### src/inc/wake_irq_consts.vh
// Function
// - six wake polarity bits, reset zero
// - polarity 0 falling edge, 1 rising edge
// - wake5 polarity also sets adc trigger edge
// - edge select bits 7,6 read one, unwritable
// - enable bit 7 gates direct transition
// - enable bit 6 gates timer overflow
// - enable bit 5 gates all wake pins
// - enable bit 4 reads one, writes ignored
// - enable bits 3..0 gate external pins
// - colliding clear while unmasked still yields the exception
// - edge sets flag, software writes zero
// - cpu mask holds requests pending
`ifndef WAKE_IRQ_CONSTS_VH
`define WAKE_IRQ_CONSTS_VH

// register byte offsets
`define OFS_EDGE_SEL    8'h00
`define OFS_INT_EN      8'h04
`define OFS_WAKE_FLAG   8'h08
`define OFS_INT_FLAG    8'h0C
`define OFS_EVT_STATUS  8'h10
`define OFS_EVT_MASK    8'h14

// reserved bits read as one, writable masks
`define EDGE_SEL_RSVD   8'hC0
`define EDGE_SEL_WMASK  8'h3F
`define INT_EN_RSVD     8'h10
`define INT_EN_WMASK    8'hEF
`define INT_FLAG_RSVD   8'h30
`define INT_FLAG_WMASK  8'hCF
`define WAKE_FLAG_WMASK 8'h3F

// field positions in enable / flag registers
`define BIT_DT          7
`define BIT_TA          6
`define BIT_WAKE        5
`define BIT_WAKE_ADC    5

// request vector positions
`define REQ_WAKE        4
`define REQ_TA          5
`define REQ_DT          6

// reset values
`define RST_BYTE        8'h00
`define RST_EVT         12'h000

// event status width and synchroniser depth
`define EVT_W           12
`define SYNC_STAGES     2

// axi responses
`define RESP_OKAY       2'b00
`define RESP_SLVERR     2'b10

`endif

### src/verilog/pin_edge_detect.v
`timescale 1ns/1ps
`include "wake_irq_consts.vh"

// synchronise a group of pins and flag the selected edge of each
module pin_edge_detect #(
  parameter WIDTH = 4
) (
  // clock and reset
  input  wire             ref_clk_i,
  input  wire             rst_n_i,
  // raw pins and polarity
  input  wire [WIDTH-1:0] pin_i,
  input  wire [WIDTH-1:0] polarity_i,
  // one-cycle edge pulses
  output wire [WIDTH-1:0] edge_o
);

  reg [WIDTH-1:0] sync_a; // first stage, read only by sync_b
  reg [WIDTH-1:0] sync_b; // second stage, safe to use
  reg [WIDTH-1:0] prev;   // previous settled level

  // two-flop synchroniser plus history
  always @(posedge ref_clk_i) begin
    if (!rst_n_i) begin
      sync_a <= {WIDTH{1'b0}};
      sync_b <= {WIDTH{1'b0}};
      prev   <= {WIDTH{1'b0}};
    end else begin
      sync_a <= pin_i;
      sync_b <= sync_a;
      prev   <= sync_b;
    end
  end

  // rising where polarity set, falling otherwise
  assign edge_o = (polarity_i & sync_b & ~prev) | (~polarity_i & ~sync_b & prev);

endmodule // pin_edge_detect

### src/verilog/wake_irq_edge_enable.v
// The address map and the AXI4-Lite slave port were left to the implementer.
`timescale 1ns/1ps
`include "wake_irq_consts.vh"

// edge select, enable and flag logic for the external interrupt sources
module wake_irq_edge_enable (
  // clock and reset
  input  wire        ref_clk_i,
  input  wire        rst_n_i,
  // axi4-lite write address
  input  wire        s_axi_awvalid,
  output wire        s_axi_awready,
  input  wire [7:0]  s_axi_awaddr,
  // axi4-lite write data
  input  wire        s_axi_wvalid,
  output wire        s_axi_wready,
  input  wire [31:0] s_axi_wdata,
  input  wire [3:0]  s_axi_wstrb,
  // axi4-lite write response
  output reg         s_axi_bvalid,
  input  wire        s_axi_bready,
  output reg  [1:0]  s_axi_bresp,
  // axi4-lite read address
  input  wire        s_axi_arvalid,
  output wire        s_axi_arready,
  input  wire [7:0]  s_axi_araddr,
  // axi4-lite read data
  output reg         s_axi_rvalid,
  input  wire        s_axi_rready,
  output reg  [31:0] s_axi_rdata,
  output reg  [1:0]  s_axi_rresp,
  // pins, asynchronous
  input  wire [5:0]  wake_pin_i,
  input  wire [3:0]  ext_int_pin_i,
  // pin function and polarity from neighbouring control
  input  wire [5:0]  wake_pin_int_sel_i,
  input  wire [3:0]  ext_pin_int_sel_i,
  input  wire [3:0]  ext_edge_sel_i,
  // internal events, same clock
  input  wire        direct_transition_i,
  input  wire        timer_overflow_i,
  // cpu side
  input  wire        cpu_int_mask_i,
  input  wire [6:0]  exception_ack_i,
  output wire [6:0]  irq_request_o,
  output wire        exception_req_o,
  // adc trigger and summary interrupt
  output reg         adc_trigger_o,
  output wire        irq_o
);

  // control registers
  reg  [7:0]  wake_edge_select;     // polarity bits 5..0
  reg  [7:0]  interrupt_enable_one; // source enables
  reg  [5:0]  wake_flag;            // wake request flags
  reg  [7:0]  int_flag;             // dt, ta, ext3..0 flags
  reg  [11:0] evt_status;           // sticky events
  reg  [11:0] evt_mask;             // event mask
  reg  [6:0]  hold_req;             // collisions held for the cpu

  // write channel holding
  reg         aw_full;              // address captured
  reg         w_full;               // data captured
  reg  [7:0]  wr_addr;              // captured address
  reg  [7:0]  wr_data;              // low byte of the write data
  reg  [3:0]  wr_mask_hi;           // bits 11..8, only the event mask uses them
  reg         wr_lane0;             // low byte strobe

  // edge pulses
  wire [5:0]  wake_edge;            // selected edge per wake pin
  wire [3:0]  ext_edge;             // selected edge per ext pin
  wire [5:0]  wake_event;           // wake edges on interrupt pins
  wire [3:0]  ext_event;            // ext edges on interrupt pins
  wire [6:0]  src_event;            // per request source
  wire [11:0] evt_now;              // status event vector

  // handshakes
  wire        wr_do;                // both halves present
  wire        rd_take;              // read address taken
  wire        wr_hit_en;            // write hits enable register
  wire        wr_hit_wf;            // write hits wake flags
  wire        wr_hit_if;            // write hits int flags
  wire        rd_hit_st;            // read hits status

  // derived flag/enable views per source
  wire [6:0]  src_flag;
  wire [6:0]  src_en;
  wire [6:0]  next_src_en;
  wire [6:0]  next_src_flag_clr;
  wire [7:0]  next_en_val;
  reg  [31:0] next_rdata;
  reg  [1:0]  next_rresp;
  reg         wr_ok;

  // wake pins use the software polarity bits
  pin_edge_detect #(.WIDTH(6)) u_wake_edge (
    .ref_clk_i  (ref_clk_i),
    .rst_n_i    (rst_n_i),
    .pin_i      (wake_pin_i),
    .polarity_i (wake_edge_select[5:0]),
    .edge_o     (wake_edge)
  );

  // external pins use the polarity handed in from outside
  pin_edge_detect #(.WIDTH(4)) u_ext_edge (
    .ref_clk_i  (ref_clk_i),
    .rst_n_i    (rst_n_i),
    .pin_i      (ext_int_pin_i),
    .polarity_i (ext_edge_sel_i),
    .edge_o     (ext_edge)
  );

  // an edge only counts on a pin set for interrupt input
  assign wake_event = wake_edge & wake_pin_int_sel_i;
  assign ext_event  = ext_edge & ext_pin_int_sel_i;
  assign src_event  = {direct_transition_i, timer_overflow_i, |wake_event, ext_event};
  assign evt_now    = {direct_transition_i, timer_overflow_i, wake_event, ext_event};

  // axi write: address and data accepted in either order
  assign s_axi_awready = ~aw_full & ~s_axi_bvalid;
  assign s_axi_wready  = ~w_full & ~s_axi_bvalid;
  assign wr_do         = aw_full & w_full & ~s_axi_bvalid;
  assign wr_hit_en     = wr_do & wr_lane0 & (wr_addr == `OFS_INT_EN);
  assign wr_hit_wf     = wr_do & wr_lane0 & (wr_addr == `OFS_WAKE_FLAG);
  assign wr_hit_if     = wr_do & wr_lane0 & (wr_addr == `OFS_INT_FLAG);

  // axi read: one outstanding read
  assign s_axi_arready = ~s_axi_rvalid;
  assign rd_take       = s_axi_arvalid & ~s_axi_rvalid;
  assign rd_hit_st     = rd_take & (s_axi_araddr == `OFS_EVT_STATUS);

  // capture write halves
  always @(posedge ref_clk_i) begin
    if (!rst_n_i) begin
      aw_full  <= 1'b0;
      w_full   <= 1'b0;
      wr_addr  <= `RST_BYTE;
      wr_data  <= `RST_BYTE;
      wr_mask_hi <= 4'h0;
      wr_lane0 <= 1'b0;
    end else begin
      if (s_axi_awvalid && s_axi_awready) begin
        aw_full <= 1'b1;
        wr_addr <= s_axi_awaddr;
      end else if (wr_do) begin
        aw_full <= 1'b0;
      end
      if (s_axi_wvalid && s_axi_wready) begin
        w_full   <= 1'b1;
        wr_data  <= s_axi_wdata[7:0];
        wr_mask_hi <= s_axi_wdata[11:8];
        wr_lane0 <= s_axi_wstrb[0];
      end else if (wr_do) begin
        w_full <= 1'b0;
      end
    end
  end

  // decode for response code
  always @* begin
    case (wr_addr)
      `OFS_EDGE_SEL, `OFS_INT_EN, `OFS_WAKE_FLAG,
      `OFS_INT_FLAG, `OFS_EVT_STATUS, `OFS_EVT_MASK: wr_ok = 1'b1;
      default: wr_ok = 1'b0;
    endcase
  end

  // write response
  always @(posedge ref_clk_i) begin
    if (!rst_n_i) begin
      s_axi_bvalid <= 1'b0;
      s_axi_bresp  <= `RESP_OKAY;
    end else if (wr_do) begin
      s_axi_bvalid <= 1'b1;
      s_axi_bresp  <= wr_ok ? `RESP_OKAY : `RESP_SLVERR;
    end else if (s_axi_bready) begin
      s_axi_bvalid <= 1'b0;
    end
  end

  // edge select, enables and mask; reserved bits never stored
  assign next_en_val = wr_data & `INT_EN_WMASK;
  always @(posedge ref_clk_i) begin
    if (!rst_n_i) begin
      wake_edge_select     <= `RST_BYTE;
      interrupt_enable_one <= `RST_BYTE;
      evt_mask             <= `RST_EVT;
    end else if (wr_do && wr_lane0) begin
      if (wr_addr == `OFS_EDGE_SEL)
        wake_edge_select <= wr_data & `EDGE_SEL_WMASK;
      if (wr_addr == `OFS_INT_EN)
        interrupt_enable_one <= next_en_val;
      if (wr_addr == `OFS_EVT_MASK)
        // held copy: the master may already have moved wdata on
        evt_mask <= {wr_mask_hi, wr_data} & {12{wr_lane0}};
    end
  end

  // wake and int flags: writing 0 clears, a new edge wins
  always @(posedge ref_clk_i) begin
    if (!rst_n_i) begin
      wake_flag <= 6'h00;
      int_flag  <= `RST_BYTE;
    end else begin
      wake_flag <= (wr_hit_wf ? (wake_flag & wr_data[5:0]) : wake_flag) | wake_event;
      int_flag  <= ((wr_hit_if ? (int_flag & (wr_data | ~`INT_FLAG_WMASK)) : int_flag)
                   & `INT_FLAG_WMASK)
                   | {direct_transition_i, timer_overflow_i, 2'b00, ext_event};
    end
  end

  // per-source views in request order: ext3..0, wake, ta, dt
  assign src_flag = {int_flag[`BIT_DT], int_flag[`BIT_TA], |wake_flag, int_flag[3:0]};
  assign src_en   = {interrupt_enable_one[`BIT_DT], interrupt_enable_one[`BIT_TA],
                     interrupt_enable_one[`BIT_WAKE], interrupt_enable_one[3:0]};
  assign next_src_en = {next_en_val[`BIT_DT], next_en_val[`BIT_TA],
                        next_en_val[`BIT_WAKE], next_en_val[3:0]};
  // which sources a flag write is trying to clear
  assign next_src_flag_clr = {wr_hit_if & ~wr_data[`BIT_DT], wr_hit_if & ~wr_data[`BIT_TA],
                              wr_hit_wf & ~(&wr_data[5:0]), {4{wr_hit_if}} & ~wr_data[3:0]};

  // a clear meeting an arriving request unmasked keeps that request alive
  always @(posedge ref_clk_i) begin
    if (!rst_n_i) begin
      hold_req <= 7'h00;
    end else begin
      hold_req <= (hold_req & ~exception_ack_i)
                  | ({7{~cpu_int_mask_i}} & src_event
                     & (({7{wr_hit_en}} & src_en & ~next_src_en) | next_src_flag_clr));
    end
  end

  // request per source needs flag and enable, or a held collision; wake shares one enable
  assign irq_request_o   = (src_flag & src_en) | hold_req;
  // the cpu mask keeps requests pending, not lost
  assign exception_req_o = (|irq_request_o) & ~cpu_int_mask_i;

  // shared pin: adc trigger follows wake5 polarity, whatever its function
  always @(posedge ref_clk_i) begin
    if (!rst_n_i)
      adc_trigger_o <= 1'b0;
    else
      adc_trigger_o <= wake_edge[`BIT_WAKE_ADC];
  end

  // sticky event status, cleared by reading; a new event wins
  always @(posedge ref_clk_i) begin
    if (!rst_n_i)
      evt_status <= `RST_EVT;
    else
      evt_status <= (rd_hit_st ? `RST_EVT : evt_status) | evt_now;
  end

  assign irq_o = |(evt_status & evt_mask);

  // read mux; reserved bits read as one
  always @* begin
    next_rdata = 32'h0000_0000;
    next_rresp = `RESP_OKAY;
    case (s_axi_araddr)
      `OFS_EDGE_SEL:   next_rdata[7:0]  = wake_edge_select | `EDGE_SEL_RSVD;
      `OFS_INT_EN:     next_rdata[7:0]  = interrupt_enable_one | `INT_EN_RSVD;
      `OFS_WAKE_FLAG:  next_rdata[5:0]  = wake_flag;
      `OFS_INT_FLAG:   next_rdata[7:0]  = int_flag | `INT_FLAG_RSVD;
      `OFS_EVT_STATUS: next_rdata[11:0] = evt_status;
      `OFS_EVT_MASK:   next_rdata[11:0] = evt_mask;
      default:         next_rresp       = `RESP_SLVERR;
    endcase
  end

  // read data channel
  always @(posedge ref_clk_i) begin
    if (!rst_n_i) begin
      s_axi_rvalid <= 1'b0;
      s_axi_rdata  <= 32'h0000_0000;
      s_axi_rresp  <= `RESP_OKAY;
    end else if (rd_take) begin
      s_axi_rvalid <= 1'b1;
      s_axi_rdata  <= next_rdata;
      s_axi_rresp  <= next_rresp;
    end else if (s_axi_rready) begin
      s_axi_rvalid <= 1'b0;
    end
  end

endmodule // wake_irq_edge_enable

### config.mk
export PLATFORM = sky130hd
export DESIGN_NAME = wake_irq_edge_enable
export DESIGN_NICKNAME = d
export VERILOG_FILES = /design/src/verilog/pin_edge_detect.v /design/src/verilog/wake_irq_edge_enable.v
export VERILOG_INCLUDE_DIRS = /design/src /design/src/inc
export SDC_FILE = /design/constraint.sdc
export NUM_CORES = 1
export LEC_CHECK = 0
export BUFFER_PORTS_ARGS = -buffer_cell sky130_fd_sc_hd__buf_2
export CORE_UTILIZATION = 57
export DETAILED_ROUTE_END_ITERATION = 6
export PLACE_DENSITY = 0.85
export RECOVER_POWER = 50
export REMOVE_ABC_BUFFERS = 1
export SLEW_MARGIN = 20
export SYNTH_ARGS = -nofsm -noshare
export SYNTH_HDL_FRONTEND = slang
export SYNTH_SLANG_ARGS = --single-unit
### constraint.sdc
create_clock -name ref_clk_i -period 2.48 [get_ports ref_clk_i]
set_input_delay 0.248 -clock ref_clk_i [delete_from_list [all_inputs] [get_ports ref_clk_i]]
set_output_delay 0.248 -clock ref_clk_i [all_outputs]
set_load 0.02 [all_outputs]
---- Word-level counts from Yosys, hierarchy flattened ----
Cells that the tools add are included.
operators by class
  $add $sub $neg .......................... 0
  $mul .................................... 0
  div/mod/pow operators ................... 0
  order comparisons ....................... 0
  equality and inequality tests ........... 10
  shifts and indexed selects .............. 0
  mux-type cells .......................... 16
  bitwise operators ....................... 60
  reductions and logical operators ........ 19
operators by type and width
  kind                count
  $and 7x7->7         6
  $and 6x6->6         6
  $pmux 6 s6          1
  $eq 8x4->1 const B  4
  $eq 8x5->1 const B  4
  $and 12x12->12      2
  $and 4x4->4         6
  $reduce_or 6->1     4
  $or 7x7->7          3
  $not 6->6           3
  $eq 8x3->1 const B  2
  $logic_not 8->1     2
  $not 4->4           4
  $and 1x1->1         14
  $not 7->7           2
  $mux 12             1
  $or 12x12->12       1
  $or 6x6->6          2
  $reduce_or 12->1    1
  $pmux 2 s5          1
  $and 8x8->8         1
  $mux 1              8
  $mux 8              1
  $not 1->1           8
  other kinds (10)    18
storage, ports and cells
  register bits ........................... 130
  bits in latches ......................... 0
  memory bits (writable) .................. 0
  memory bits (read-only) ................. 0
  input bits .............................. 93
  output and inout port bits .............. 51
  logic and storage cells ................. 130
  memories kept ........................... 0

---- Logic depth before layout (Yosys ltp) ----
  depth after elaboration ................. 9
  mapped depth ............................ 6
  depth with buffers taken out ............ 4

---- Cells and area by module ----
A second synthesis with hierarchy kept.
unflattened totals
  cell total of the unflattened synthesis .. 611
  area total of the unflattened synthesis .. 5480.3 µm²
by module, submodules not included
  module                          instances  cells each  area an instance (µm²)  seq. area each (µm²)
  wake_irq_edge_enable            1          519         4474.3                  1921.8
  pin_edge_detect at u_wake_edge  1          55          604.3                   360.3
  pin_edge_detect at u_ext_edge   1          37          401.6                   240.2

---- Worst setup path after synthesis ----
Ideal clock, no wire load.
  path kind ............................... flip-flop to flip-flop
  start point ............................. register s_axi_bvalid
  end point ............................... register wr_mask_hi[0]
  library setup time ...................... 0.076 ns
  data arrival time ....................... 1.504 ns
  slack ................................... 0.901 ns
  cell stages (with the launch flop) ...... 6
  path buffers ............................ 1
  cell sequence ........................... dfxtp_1 -> nor2_1 -> and2_1 -> clkbuf_1 -> nand2_1 -> a21boi_0
between the ends
  word-level cells in the longest chain between the ends .. 3
ends and longest elaborated chain
  item                    RTL line                    source
  from (decl)             wake_irq_edge_enable.v:20   output reg s_axi_bvalid,
  from (signal assigned)  wake_irq_edge_enable.v:171  s_axi_bvalid <= 1'b0;
  from (signal assigned)  wake_irq_edge_enable.v:174  s_axi_bvalid <= 1'b1;
  from (signal assigned)  wake_irq_edge_enable.v:177  s_axi_bvalid <= 1'b0;
  $not 1->1               wake_irq_edge_enable.v:121  assign s_axi_wready = ~w_full & ~s_axi_bvalid;
  $and 1x1->1             wake_irq_edge_enable.v:121
  via s_axi_wready        wake_irq_edge_enable.v:16   output wire s_axi_wready,
  $logic_and 1x1->1       wake_irq_edge_enable.v:148  if (s_axi_wvalid && s_axi_wready) begin
  to (signal assigned)    wake_irq_edge_enable.v:151  wr_mask_hi <= s_axi_wdata[11:8];
  to (decl)               wake_irq_edge_enable.v:66   reg [3:0] wr_mask_hi;
The timed path passes the listed nets, and every way through them passes these cells.
A chain may end at the register's enable or synchronous reset.

---- Worst setup path after layout ----
  start point ............................. register wake_flag[2]
  end point ............................... output port exception_req_o
between the ends
  word-level cells in the longest chain between the ends .. 5
ends and longest elaborated chain
  item                    RTL line                    source
  from (decl)             wake_irq_edge_enable.v:55   reg [5:0] wake_flag;
  from (signal assigned)  wake_irq_edge_enable.v:205  wake_flag <= (wr_hit_wf ? (wake_flag & wr_data[5:0]) : wake_flag) | wake_event;
  $reduce_or 6->1         wake_irq_edge_enable.v:213  assign src_flag = {int_flag[`BIT_DT], int_flag[`BIT_TA], |wake_flag, int_flag[3:0]};
  $and 7x7->7             wake_irq_edge_enable.v:234  assign irq_request_o = (src_flag & src_en) | hold_req;
  $or 7x7->7              wake_irq_edge_enable.v:234
  $reduce_or 7->1         wake_irq_edge_enable.v:236  assign exception_req_o = (|irq_request_o) & ~cpu_int_mask_i;
  $and 1x1->1             wake_irq_edge_enable.v:236
  to (decl)               wake_irq_edge_enable.v:46   output wire exception_req_o,
Every way passes these cells.

==> run_results.csv <==
group,metric,value,unit
run_status,status,"completed",
floorplanning,start_util,59.20,%
routing,firstDrtPassIters,7,
grt,grt_pass1_vias,4828,
setup_path,worstSetupPathType,"reg2out",
clocking,clk_latency,0.53,ns
clocking,ctsResizeCount,0,
sta,tightest_slew,1.191,ns
routing,finalWirelength,14390,um
synthesis,syn_area,0.005522,sq mm
routing,vias,5034,
sta,max_freq,0.4717,GHz
grt,track_usage,29.71,%
synthesis,syn_area_per_cell,9.142,sq um
floorplanning,io_pins,144,
sta,fin_crit_sh,85.49,%
sta,clock_skew,0.006098,ns
setup_path,crit_path_top_delay_cell,"dfxtp_1",
floorplanning,fp.dieArea,0.01008,sq mm
sta,hold_viol,0,
synthesis,synthMuxAreaShare,6.458,%
setup_path,cp.arrival,1.87,ns
clocking,postCtsSetupRepairBufs,0,
clocking,clkTransAtPathRegs,0.06,ns
sta,whs,0.01360,ns
sta,min_period,2.120,ns
sta,rsz0062_at_grt,"no",
sta,worst_slack,0.3598,ns
setup_path,crit_fanout,3,
setup_path,crit_start,"wake_flag[2]",
grt,grt_overflow,0,
synthesis,synth_compound_area_share,17.95,%
run,max_cap_violations,0,
floorplanning,core-area,0.009328,sq mm
layout,drive_gt1_share,19.68,%
grt,antenna_found_initial,0,
clocking,cts_tree,"yes",
setup_path,setup.worst_path.end,"exception_req_o",
synthesis,ys_seq_elements,126,
routing,ant_nets,0,
setup_path,start_kind,"flip-flop",
setup_path,crit_family,"simple AND/OR/NAND/NOR gates",
grt,grt_max_degree,73,
sta,slew_viol_final,0,
layout,final_cell_area,0.006917,sq mm
setup_path,reg2reg_depth,4,
setup_path,cp.required,2.23,ns
synthesis,yosysSeqAreaShare,45.68,%
synthesis,synthDistinctLibCells,57,
synthesis,synth_edf_count,0,
setup_path,rr_endpoint,"wake_edge_select[3]",
routing,initialDrtViolationCount,388,
synthesis,synth_top_family_by_area,"simple AND/OR/NAND/NOR gates",
placed_design,place_hpwl,9446,um
placed_design,gp_congestion,0.8496,
synthesis,ys_warn_count,0,
placed_design,pre_cts_slack,0.5636,ns
min_path,hold_path_class,"in2reg",
synthesis,synth-adder-area-share,0,%
grt,grt_pass1_wl,22860,um
placed_design,dpl_cell_area,0.006005,sq mm
sta,tns,0,ns
routing,drc,0,
floorplanning,row_count,35,
synthesis,async_flop_share,0,%
layout,syn_to_final_growth,25.27,%
sta,slew_headroom,20.63,%
power_and_ir_drop,ir_drop,0.5065,mV
power_and_ir_drop,leakage,2.784,nW
placed_design,io_buffers,98,
synthesis,synthSimpleGateAreaFrac,23.54,%
clocking,cts_sinks,126,
floorplanning,die_w,100.4,um
setup_path,r2r_start,"wr_addr[3]",
power_and_ir_drop,power_density,722.9,mW/mm^2
layout,nets,827,
power_and_ir_drop,totalPowerFinal,5.000,mW
clocking,cts_made_buffers,17,
setup_path,crit_buf_inv,1,
layout,antenna_cells,0,
routing,avgRoutedWirePerCell,16.43,um
setup_path,cp.depth,5,
setup_path,path_cells,"nor4_1, nand2_1, a21oi_1, a31oi_1, buf_2",
clocking,clockBufferDepth,2,
synthesis,syn_inst,604,
setup_path,reg2reg_slack,0.52,ns
setup_path,critPathCaptureType,"output pin",
floorplanning,dieHeight,100.4,um
routing,vias_per_cell,5.747,
clocking,cts_root_buffer,"clkbuf_8",
synthesis,synth_flop_cell,"dfxtp_1",
synthesis,synth-xor-area-share,0,%
setup_path,cpPeakStageDelay,0.33,ns
clocking,htreeDepth,4,
sta,setup_viol,0,
==> tightest hold or removal path, stage by stage <==
cell and delay [ns]:
buf_2 0.09, nand3b_1 0.09, o21ai_0 0.07
==> cells in the mapped netlist (12+ instances only) <==
cell type | instances | area share, %
inv_1 | 12 | 0.82
dfxtp_1 | 126 | 46
mux2i_1 | 21 | 3.8
nor2b_1 | 22 | 2.5
buf_4 | 23 | 3.1
nor2_1 | 20 | 1.4
o21ai_0 | 28 | 2.5
nand3b_1 | 14 | 1.9
o21ai_1 | 12 | 1.1
a21boi_0 | 36 | 4.9
nand3_1 | 17 | 1.5
nand2_1 | 80 | 5.4
and2_1 | 33 | 3.7
clkbuf_1 | 23 | 1.6
a21oi_1 | 18 | 1.6
==> registers in the layout, indices dropped and copies added, names as in the netlist, 7 cells and up <==
register / flops
wr_addr: 8
s_axi_rdata: 12
interrupt_enable_one: 7
evt_mask: 12
wr_data: 8
hold_req: 7
evt_status: 12
==> placed cells by master (no fill, tap or decap), types with 3 or more instances in the layout <==
cell type	count
and2_0	8
a21boi_0	36
o21ai_1	12
nand3b_1	14
nor2b_1	22
clkbuf_16	16
nor2_1	20
clkbuf_1	20
a21o_1	6
nand2b_1	3
nor3_1	4
o211ai_1	6
dfxtp_1	126
buf_2	77
a21oi_1	18
a21oi_2	6
nor4_1	4
o22ai_1	4
nand3_1	17
mux2_2	9
nand2_1	80
mux2i_1	21
nand4_1	5
or3b_2	5
inv_1	12
o21ai_0	28
a22o_1	3
nand4b_1	5
clkinv_4	4
and2_1	25
clkinv_2	3
o31ai_1	5
dlygate4sd3_1	37
inv_6	5
a221oi_1	9
nor3b_1	3
conb_1	22
buf_4	6
o21a_1	5
a31oi_1	4
==> per-layer routing <==
| layer | GRT usage (%) | routed length, um | up-vias |
|---|---|---|---|
| met5 | 0 | 0 | - |
| met4 | 16.16 | 592 | 0 |
| met3 | 7.660 | 1101 | 66 |
| met2 | 51.00 | 7151 | 263 |
| met1 | 33.76 | 5546 | 2347 |
| li1 | - | - | 2358 |
==> cell families after synthesis <==
kind of cell / after synthesis
AOI/OAI and AO/OA: 148
buffers and inverters: 64
DFF: 126
muxes: 32
other: 1
and+or+nand+nor: 233
==> repair_timing <==
| action | in CTS | in global routing |
|---|---|---|
| endpoints found under the hold margin | 36 | 0 |
| hold buffers | 37 | 0 |
| endpoints found under the setup margin | 0 | 0 |
==> cell type report <==
cell class / count / area [sq um]
multi-input combinational: 435 / 2726
sequential: 126 / 2522
fill: 686 / 2411
timing repair buffer: 142 / 885.9
clock buffer: 17 / 414.1
clock inverter: 15 / 161.4
tap: 129 / 161.4
inverter: 12 / 45.04
==> worst min-delay path by stage <==
stage                               start  slack [ns]              endpoint  depth (start not counted)
finish                 exception_ack_i[0]        0.01           hold_req[0]                          3
detailed placement   u_ext_edge.sync_a[0]        0.42  u_ext_edge.sync_b[0]                          1
CTS                 wake_pin_int_sel_i[5]       0.003          wake_flag[5]                          3
global route        wake_pin_int_sel_i[5]        0.01          wake_flag[5]                          3
floorplan                         rst_n_i        0.37          wake_flag[4]                          1
global placement     u_ext_edge.sync_a[1]        0.41  u_ext_edge.sync_b[1]                          1
==> per-stage QoR <==
step | cells | utilization [%]
after floorplan | 573 | -
after global placement | 807 | 64.37
after detailed placement | 807 | 64.37
after CTS | 876 | 74.51
after global routing | 876 | 74.15
final | 876 | 74.15
==> where the power goes <==
group	internal [mW]	total (mW)	switching, mW
combinational	0.185	0.434	0.249
clock	1.44	2.40	0.959
sequential	2.10	2.16	0.0653
Note: power is estimated with default switching activity, not from simulation.
